## src/verilog/irq_ctrl_pkg.sv

```systemverilog
// Purpose: constants and types of the prioritized vector interrupt controller
// Assumes: 8-bit register port, 20 MHz system clock
// Notes: flag vectors use the request register layout, bit 7 unused
package irq_ctrl_pkg;
    // register offsets
    localparam logic [7:0] ADDR_REQ_LOW = 8'h3C;
    localparam logic [7:0] ADDR_REQ_HIGH = 8'h3D;
    localparam logic [7:0] ADDR_EN_LOW = 8'h3E;
    localparam logic [7:0] ADDR_EN_HIGH = 8'h3F;
    localparam logic [11:0] REQ_RESET = 12'h000;
    localparam logic [11:0] EN_RESET = 12'h000;
    localparam logic [11:0] FLAG_MASK = 12'hF7F;
    // flag bit positions
    localparam int BIT_EXT = 0;
    localparam int BIT_DAC = 1;
    localparam int BIT_T0 = 2;
    localparam int BIT_T1 = 3;
    localparam int BIT_PORTA = 4;
    localparam int BIT_BASE = 5;
    localparam int BIT_FRAME = 6;
    localparam int BIT_SPI_TX = 8;
    localparam int BIT_SPI_RX = 9;
    localparam int BIT_UART_TX = 10;
    localparam int BIT_UART_RX = 11;
    localparam int NUM_HW = 11;
    // flag bits from priority 2 down to priority 12
    localparam int PRIO_ORDER [0:10] = '{BIT_SPI_TX, BIT_SPI_RX,
        BIT_UART_TX, BIT_UART_RX, BIT_EXT, BIT_DAC, BIT_T0, BIT_T1,
        BIT_PORTA, BIT_BASE, BIT_FRAME};
    // low-byte vector address per flag bit
    localparam logic [15:0] VEC_TABLE [0:11] = '{16'h7FF8, 16'h7FF6,
        16'h7FF4, 16'h7FF2, 16'h7FF0, 16'h7FEE, 16'h7FEC, 16'h0000,
        16'h7FE8, 16'h7FE6, 16'h7FE4, 16'h7FE2};
    localparam logic [15:0] VEC_RESET = 16'h7FFC;
    localparam logic [15:0] VEC_BREAK = 16'h7FFE;
    // timing counts in clock cycles
    localparam logic [2:0] INIT_CYCLES = 3'h6;
    localparam logic [1:0] RST_LOW_MIN = 2'h2;

    typedef enum logic [2:0] {
        S_IDLE = 3'b000,
        S_HALT = 3'b001,
        S_INIT = 3'b010,
        S_PUSH_PC = 3'b011,
        S_PUSH_P = 3'b100,
        S_VECTOR = 3'b101
    } state_t;

    typedef struct packed {
        logic mask;
        logic brk;
        logic return_from_interrupt;
        logic wait_mode;
    } cpu_in_t;

    typedef struct packed {
        logic bank_en;
        logic [7:0] irq_bank;
        logic [11:0] prog_bank;
    } bank_in_t;

    typedef struct packed {
        logic halt;
        logic push_pc;
        logic push_p;
        logic set_mask;
        logic clr_dec;
        logic load_vec;
    } step_t;
endpackage

```

## src/verilog/irq_ctrl.sv

```systemverilog
// Purpose: prioritized vector interrupt controller with reset sequencing
// Assumes: peripheral events are one-cycle pulses on i_clk
// Notes: cpu performs the steps that o_step announces
// How it works
// - eleven hardware sources plus break get vectors; reset has its own.
// - nothing is taken while the cpu global mask flag is set.
// - a hardware source needs its own enable bit set.
// - simultaneous requests served by fixed priority, lowest number first.
// - hardware vector pairs per source, two reserved pairs unused.
// - an enabled event wakes a waiting cpu and sets its flag.
// - flag clears by writing zero or on entry to its handler.
// - entry pushes pc, then status, sets mask, loads the vector.
// - break with mask clear enters via vector 7FFE.
// - reset pin low two cycles halts everything; held high normally.
// - rising reset pin starts six-cycle initialisation.
// - after init set mask, clear decimal, load vector 7FFC.
// - external pin edge sets the external flag.
// - dac reload pulse sets the dac flag.
// - each timer overflow sets its own timer flag.
// - port-a transition sets the port-a flag.
// - base timer overflow sets the base timer flag.
// - new display frame sets the frame flag.
// - spi buffer empty and receive ready requests, vectors 7FE8, 7FE6.
// - uart receive ready and transmit done requests; errors elsewhere.
// - request register layout across low and high byte.
// - enable register mirrors request layout at 03E and 03F.
// - in service with bank enable, program bank becomes interrupt bank.
`timescale 1ns/10ps
module irq_ctrl (
    input wire logic i_clk,
    input wire logic i_rst,
    input wire logic [7:0] i_addr,
    input wire logic [7:0] i_wdata,
    input wire logic i_wr,
    input wire logic i_rd,
    output logic [7:0] o_rdata,
    input wire logic i_ext_pin,
    input wire logic i_reset_pin,
    input wire logic [11:0] i_events,
    input wire irq_ctrl_pkg::cpu_in_t i_cpu,
    input wire irq_ctrl_pkg::bank_in_t i_bank,
    output irq_ctrl_pkg::step_t o_step,
    output logic [15:0] o_vector,
    output logic [11:0] o_prog_bank,
    output logic o_wake,
    output logic o_irq_pending
);
    import irq_ctrl_pkg::*;

    logic [1:0] pin_lvl;
    logic ext_q;
    logic rstpin_q;
    logic ext_rise;
    logic rst_rise;
    logic [1:0] low_cnt_q;
    logic halt_go;
    logic [11:0] set_ev;
    logic [11:0] req_q;
    logic [11:0] req_d;
    logic [11:0] en_q;
    logic [11:0] active;
    logic hit;
    logic [3:0] win;
    logic take_brk;
    logic take_hw;
    state_t state_q;
    state_t state_d;
    logic [2:0] init_cnt_q;
    logic reset_q;
    logic reset_d;
    logic svc_q;
    logic svc_d;
    logic [3:0] req_hi;

    pin_sync3 #(.W(2)) u_sync (
        .i_clk(i_clk),
        .i_rst(i_rst),
        .i_pin({i_reset_pin, i_ext_pin}),
        .o_level(pin_lvl)
    );

    // edge history of filtered pins
    always_ff @(posedge i_clk or posedge i_rst) begin
        if (i_rst) begin
            ext_q <= 1'b0;
            rstpin_q <= 1'b0;
        end else begin
            ext_q <= pin_lvl[0];
            rstpin_q <= pin_lvl[1];
        end
    end

    assign ext_rise = pin_lvl[0] & ~ext_q;
    assign rst_rise = pin_lvl[1] & ~rstpin_q;

    always_ff @(posedge i_clk or posedge i_rst) begin
        if (i_rst) begin
            low_cnt_q <= 2'h0;
        end else if (pin_lvl[1]) begin
            low_cnt_q <= 2'h0;
        end else if (low_cnt_q != RST_LOW_MIN) begin
            low_cnt_q <= low_cnt_q + 2'h1;
        end
    end
    assign halt_go = ~pin_lvl[1] && (low_cnt_q >= RST_LOW_MIN - 2'h1);

    // peripheral pulses map onto flag bits
    assign set_ev = (i_events | {11'h000, ext_rise}) & FLAG_MASK;

    always_comb begin
        hit = 1'b0;
        win = 4'h0;
        for (int k = NUM_HW - 1; k >= 0; k--) begin
            if (active[PRIO_ORDER[k]]) begin
                hit = 1'b1;
                win = 4'(PRIO_ORDER[k]);
            end
        end
    end

    // pending flags stay for later arbitration
    assign active = req_q & en_q & FLAG_MASK;
    assign take_brk = (state_q == S_IDLE) && !halt_go && i_cpu.brk
        && !i_cpu.mask;
    assign take_hw = (state_q == S_IDLE) && !halt_go && !i_cpu.brk
        && hit && !i_cpu.mask;

    // request flags
    always_comb begin
        req_d = req_q;
        if (i_wr && i_addr == ADDR_REQ_LOW) begin
            req_d[6:0] = req_q[6:0] & i_wdata[6:0];
        end
        if (i_wr && i_addr == ADDR_REQ_HIGH) begin
            req_d[11:8] = req_q[11:8] & i_wdata[3:0];
        end
        if (take_hw) begin
            req_d[win] = 1'b0;
        end
        req_d = req_d | set_ev;
    end

    always_ff @(posedge i_clk or posedge i_rst) begin
        if (i_rst) begin
            req_q <= REQ_RESET;
        end else begin
            req_q <= req_d;
        end
    end

    always_ff @(posedge i_clk or posedge i_rst) begin
        if (i_rst) begin
            en_q <= EN_RESET;
        end else begin
            if (i_wr && i_addr == ADDR_EN_LOW) begin
                en_q[7:0] <= i_wdata & FLAG_MASK[7:0];
            end
            if (i_wr && i_addr == ADDR_EN_HIGH) begin
                en_q[11:8] <= i_wdata[3:0];
            end
        end
    end

    always_ff @(posedge i_clk or posedge i_rst) begin
        if (i_rst) begin
            o_rdata <= 8'h00;
        end else if (i_rd) begin
            case (i_addr)
                ADDR_REQ_LOW: o_rdata <= req_q[7:0] & FLAG_MASK[7:0];
                ADDR_REQ_HIGH: o_rdata <= {4'h0, req_q[11:8]};
                ADDR_EN_LOW: o_rdata <= en_q[7:0];
                ADDR_EN_HIGH: o_rdata <= {4'h0, en_q[11:8]};
                default: o_rdata <= 8'h00;
            endcase
        end else begin
            o_rdata <= 8'h00;
        end
    end

    // entry sequencer
    always_comb begin
        state_d = state_q;
        reset_d = reset_q;
        case (state_q)
            S_IDLE: begin
                if (take_brk || take_hw) begin
                    state_d = S_PUSH_PC;
                    reset_d = 1'b0;
                end
            end
            S_HALT: begin
                if (rst_rise) begin
                    state_d = S_INIT;
                end
            end
            S_INIT: begin
                if (init_cnt_q == INIT_CYCLES - 3'h1) begin
                    state_d = S_VECTOR;
                    reset_d = 1'b1;
                end
            end
            S_PUSH_PC: state_d = S_PUSH_P;
            S_PUSH_P: state_d = S_VECTOR;
            S_VECTOR: state_d = S_IDLE;
            default: state_d = S_HALT;
        endcase
        if (halt_go) begin
            state_d = S_HALT;
        end
    end

    always_ff @(posedge i_clk or posedge i_rst) begin
        if (i_rst) begin
            state_q <= S_HALT;
            reset_q <= 1'b0;
        end else begin
            state_q <= state_d;
            reset_q <= reset_d;
        end
    end

    always_ff @(posedge i_clk or posedge i_rst) begin
        if (i_rst) begin
            init_cnt_q <= 3'h0;
        end else if (state_q == S_INIT) begin
            init_cnt_q <= init_cnt_q + 3'h1;
        end else begin
            init_cnt_q <= 3'h0;
        end
    end

    always_ff @(posedge i_clk or posedge i_rst) begin
        if (i_rst) begin
            o_step <= '{halt: 1'b1, default: 1'b0};
        end else begin
            o_step.halt <= (state_d == S_HALT) || (state_d == S_INIT);
            o_step.push_pc <= state_d == S_PUSH_PC;
            o_step.push_p <= state_d == S_PUSH_P;
            o_step.set_mask <= state_d == S_VECTOR;
            o_step.load_vec <= state_d == S_VECTOR;
            o_step.clr_dec <= (state_d == S_VECTOR) && reset_d;
        end
    end

    always_ff @(posedge i_clk or posedge i_rst) begin
        if (i_rst) begin
            o_vector <= VEC_RESET;
        end else if (take_brk) begin
            o_vector <= VEC_BREAK;
        end else if (take_hw) begin
            o_vector <= VEC_TABLE[win];
        end else if (state_q == S_INIT) begin
            o_vector <= VEC_RESET;
        end
    end

    always_comb begin
        svc_d = svc_q;
        if (i_cpu.return_from_interrupt) begin
            svc_d = 1'b0;
        end
        if (take_brk || take_hw) begin
            svc_d = 1'b1;
        end
        if (halt_go) begin
            svc_d = 1'b0;
        end
    end

    always_ff @(posedge i_clk or posedge i_rst) begin
        if (i_rst) begin
            svc_q <= 1'b0;
            o_prog_bank <= 12'h000;
        end else begin
            svc_q <= svc_d;
            // upper bits zero, lower from interrupt bank
            if (svc_d && i_bank.bank_en) begin
                o_prog_bank <= {4'h0, i_bank.irq_bank};
            end else begin
                o_prog_bank <= i_bank.prog_bank;
            end
        end
    end

    always_ff @(posedge i_clk or posedge i_rst) begin
        if (i_rst) begin
            o_wake <= 1'b0;
            o_irq_pending <= 1'b0;
        end else begin
            o_wake <= i_cpu.wait_mode && |(set_ev & en_q);
            o_irq_pending <= hit && !i_cpu.mask;
        end
    end

    assign req_hi = req_q[11:8];
endmodule // irq_ctrl

```

## src/verilog/pin_sync3.sv

```systemverilog
// Purpose: three-stage pin synchroniser with agreement filter
// Assumes: pins asynchronous to i_clk
// Notes: level changes only when stages two and three agree
`timescale 1ns/10ps
module pin_sync3 #(
    parameter int W = 2
) (
    input wire logic i_clk,
    input wire logic i_rst,
    input wire logic [W-1:0] i_pin,
    output logic [W-1:0] o_level
);
    genvar g;
    generate
        for (g = 0; g < W; g++) begin : g_bit
            logic s1_q;
            logic s2_q;
            logic s3_q;
            always_ff @(posedge i_clk or posedge i_rst) begin
                if (i_rst) begin
                    s1_q <= 1'b0;
                    s2_q <= 1'b0;
                    s3_q <= 1'b0;
                    o_level[g] <= 1'b0;
                end else begin
                    s1_q <= i_pin[g];
                    s2_q <= s1_q;
                    s3_q <= s2_q;
                    if (s2_q == s3_q) begin
                        o_level[g] <= s3_q;
                    end
                end
            end
        end
    endgenerate
endmodule // pin_sync3
```

## config.mk

```make
export PLATFORM = sky130hd
export DESIGN_NAME = irq_ctrl
export DESIGN_NICKNAME = d
export VERILOG_FILES = /design/src/verilog/irq_ctrl_pkg.sv /design/src/verilog/irq_ctrl.sv /design/src/verilog/pin_sync3.sv
export SDC_FILE = /design/constraint.sdc
export NUM_CORES = 1
export LEC_CHECK = 0
export BUFFER_PORTS_ARGS = -buffer_cell sky130_fd_sc_hd__buf_4
export CAP_MARGIN = 20
export CORE_MARGIN = 2
export CORE_UTILIZATION = 55
export CTS_BUF_LIST = sky130_fd_sc_hd__clkbuf_4 sky130_fd_sc_hd__clkbuf_8
export DETAILED_ROUTE_END_ITERATION = 7
export PLACE_DENSITY = 0.88
export SLEW_MARGIN = 15
export SYNTH_ARGS = -nofsm -noshare
export SYNTH_HDL_FRONTEND = slang
export SYNTH_SLANG_ARGS = --single-unit
export TNS_END_PERCENT = 100
```

## constraint.sdc

```tcl
create_clock -name i_clk -period 4.1 [get_ports i_clk]
set_clock_uncertainty 0.05 [all_clocks]
set_input_delay 0.41 -clock i_clk [delete_from_list [all_inputs] [get_ports i_clk]]
set_output_delay 0.41 -clock i_clk [all_outputs]
set_load 0.02 [all_outputs]
```

==> metrics.cfg <==
[run_status]
status=finished clean

[synthesis]
synth_simple_gate_area_share_pct=13.38
synth.area.top_cells=dfrtp_1 (48%), dfstp_2 (4.5%), mux2_2 (4.2%)
synthArstFlopShare_pct=100.0
synth_compound_area_share_pct=13.24
netlist_top_cells_count=dfrtp_1 (67), nand2_1 (20), inv_1 (16)
synth_flop_cell=dfrtp_1
yosys.area.top_type=dfrtp_1
synth-edff-count=0
synth_top_family_by_area=simple AND/OR/NAND/NOR gates
synth_cell_types=59
seq_area_frac_synth_pct=52.30
ys_warn_count=0
synth_seq_cells=73
synth_area_um2=3507
yosys.area_share.xor_xnor_pct=0.4995
synth_top_area_share_pct=47.81
synthCells=293
syn_avg_cell_area_um2=11.97
yosysMostFrequentCell=dfrtp_1
synthAdderAreaFrac_pct=3.782
muxShareOfSynthArea_pct=10.74

[floorplan]
num_rows=29
core_area_um2=6241
initial_core_util_pct=56.19
io-pin-count=103
die_w_um=83.86
die_y_um=83.86
dieArea_um2=7032

[min_path]
holdCritStartpoint=i_reset_pin
hold_path.class=in2reg
whs_endpoint=u_sync.g_bit[1].s1_q$_DFF_PP0_
hold_path_depth=1

[sta]
period_share_pct=64.54
setup_viol=0
setup_tns_ns=0
period_minus_slack_ns=2.646
tightest_slew_ns=0.7601
rsz0062_at_grt=false
timing.final.ws_setup_ns=1.454
finalHoldViolations=0
slew_violations=0
timing.fmax_mhz=377.9
slew_headroom_pct=49.14

[clocking]
clk_latency_ns=0.35
cts_tree=done
clk_path_buf_depth=2
cts_buffers=9
cts.clk_slew.worst_paths_ns=0.08
postCtsHoldBufs=0
cts_resized=0
cts-htree-levels=3
post_cts_buffers=0
cts_sinks=73
root_buffer=clkbuf_8

[finish]
area_delta_synth_final_pct=25.37
final_nets=454
drive_gt1_share_pct=40.41
antenna_cells=0

[power]
intPower_mw=1.363
swShare_pct=32.57
p_per_area_nw_per_um2=459.7
seq_power_share_pct=45.2
p_comb_share_pct=29.5
pwr-share-clk_pct=25.3
p_sw_uw=658.3
ir_drop_mv=0.3338
total_leakage_power_nw=2.096
finalPower_mw=2.021

[setup_path]
reg2reg_to=o_prog_bank[1]$_DFF_PP0_
critPathCaptureType=flop
path_max_fanout=12
crit_type=reg2reg
r2r_start=en_q[3]$_DFFE_PP0P_
rrSetupSlack_ns=1.45
cp.arrival_ns=2.83
reg2reg_depth=6
critPathRequiredTime_ns=4.28
crit_path_start_kind=flop

[drt]
drt_pass1_iterations=4
wl_per_cell_um=16.74
num_vias=2609
routed_wl_mm=7.836
drtIter0Drc=176
ant_nets=0
viasPerCell=5.575
drcViolationCount=0

[grt]
grt_use_total_pct=23.69
grt_first_pass_wirelength_mm=13.23
grt_pass1_vias=2808
grt_overflow=0
grt_max_degree=39
antenna_found_initial=0

[placement]
numPortBuffers=97
post-place-ws_ns=1.448
dp_hpwl_mm=6.042
place_congestion=0.8932

[flow_run]
drv_cap=0

-- metrics by stage --
| step | util, % | hold slack [ns] | area [um^2] | instances |
|---|---|---|---|---|
| 2_1_floorplan | - | 0.2812 | 3515 | 295 |
| 3_3_place_gp | 67.60 | 0.2835 | 4219 | 452 |
| 3_5_place_dp | 67.60 | 0.2893 | 4219 | 452 |
| 4_1_cts | 70.45 | 0.1022 | 4397 | 468 |
| 5_1_grt | 70.45 | 0.09418 | 4397 | 468 |
| 6_report | 70.45 | 0.1099 | 4397 | 468 |
-- cell usage in the layout (no fill, tap or decap), types with 8 or more instances in the layout --
| master | Yosys | routed |
|---|---|---|
| nand2_1 | 20 | 20 |
| clkbuf_8 | 0 | 10 |
| mux2_2 | 13 | 13 |
| nor2_1 | 14 | 14 |
| dfrtp_1 | 67 | 67 |
| inv_1 | 16 | 15 |
| a22oi_1 | 15 | 15 |
| a21o_1 | 8 | 8 |
| nand3_1 | 8 | 8 |
| ha_1 | 9 | 9 |
| nand2b_1 | 8 | 8 |
| buf_4 | 14 | 100 |
-- cell families (layout without fill, tap and decap cells) --
family / after synthesis / after routing
and+or+nand+nor: 83 / 83
DFF: 73 / 73
AOI/OAI and AO/OA: 58 / 58
buffers and inverters: 37 / 133
muxes: 28 / 28
adders and majority gates: 11 / 11
xor gates and xnor gates: 2 / 2
other: 1 / 3
-- state kept, by name, summed over array words and instances, names as in the netlist --
register / cells
o_prog_bank: 12
en_q: 11
req_q: 11
o_rdata: 7
o_step: 5
o_vector: 5
init_cnt_q: 3
state_q: 3
low_cnt_q: 2
u_sync.g_bit.s1_q: 2
u_sync.g_bit.s2_q: 2
u_sync.g_bit.s3_q: 2
u_sync.o_level: 2
ext_q: 1
o_irq_pending: 1
o_wake: 1
reset_q: 1
rstpin_q: 1
svc_q: 1
-- power groups by stage --
| stage | combinational, mW | clock, mW | sequential (mW) |
|---|---|---|---|
| final | 0.597 | 0.511 | 0.913 |
| after detailed placement | 0.601 | 0 | 0.924 |
| after CTS | 0.603 | 0.515 | 0.912 |
| after global placement | 0.579 | 0 | 0.918 |
| after floorplan | 0.366 | 0 | 0.955 |
| after global routing | 0.656 | 0.554 | 0.926 |
-- worst max-delay path by stage --
| stage | startpoint | end | cells after the start |
|---|---|---|---|
| after detailed placement | en_q[3]$_DFFE_PP0P_ | o_prog_bank[0]$_DFF_PP0_ | 6 |
| after CTS | en_q[3]$_DFFE_PP0P_ | o_prog_bank[1]$_DFF_PP0_ | 6 |
| after floorplan | i_rst | en_q[0]$_DFFE_PP0P_ | 1 |
| after global routing | en_q[9]$_DFFE_PP0P_ | o_prog_bank[1]$_DFF_PP0_ | 6 |
| final | en_q[3]$_DFFE_PP0P_ | o_prog_bank[1]$_DFF_PP0_ | 6 |
| after global placement | en_q[3]$_DFFE_PP0P_ | o_prog_bank[1]$_DFF_PP0_ | 6 |
-- metal layers --
layer	part of all wire, %	vias up	GRT usage (%)
met1	41	1288	30.52
met4	1.8	0	6.305
met2	51	85	39.93
met5	0	-	0
met3	5.7	14	6.330
li1	-	1222	-
-- cell type report --
class                           instances  area (um^2)
Fill cell                             473         1844
Sequential cell                        73         1834
Multi-Input combinational cell        185         1471
Timing Repair Buffer                  100        750.7
Clock buffer                           13        160.2
Tap cell                               77        96.34
Inverter                               17        66.31
Clock inverter                          3        17.52
-- worst max-delay path: stages, from the launching register on --
cell     delay, ns
dfrtp_1       0.44
a22oi_1       0.31
nand2_1       0.16
o41ai_4       0.56
inv_4         0.08
o21ai_2       0.54
mux2_2        0.40
Power figures use the tool's default switching activity.
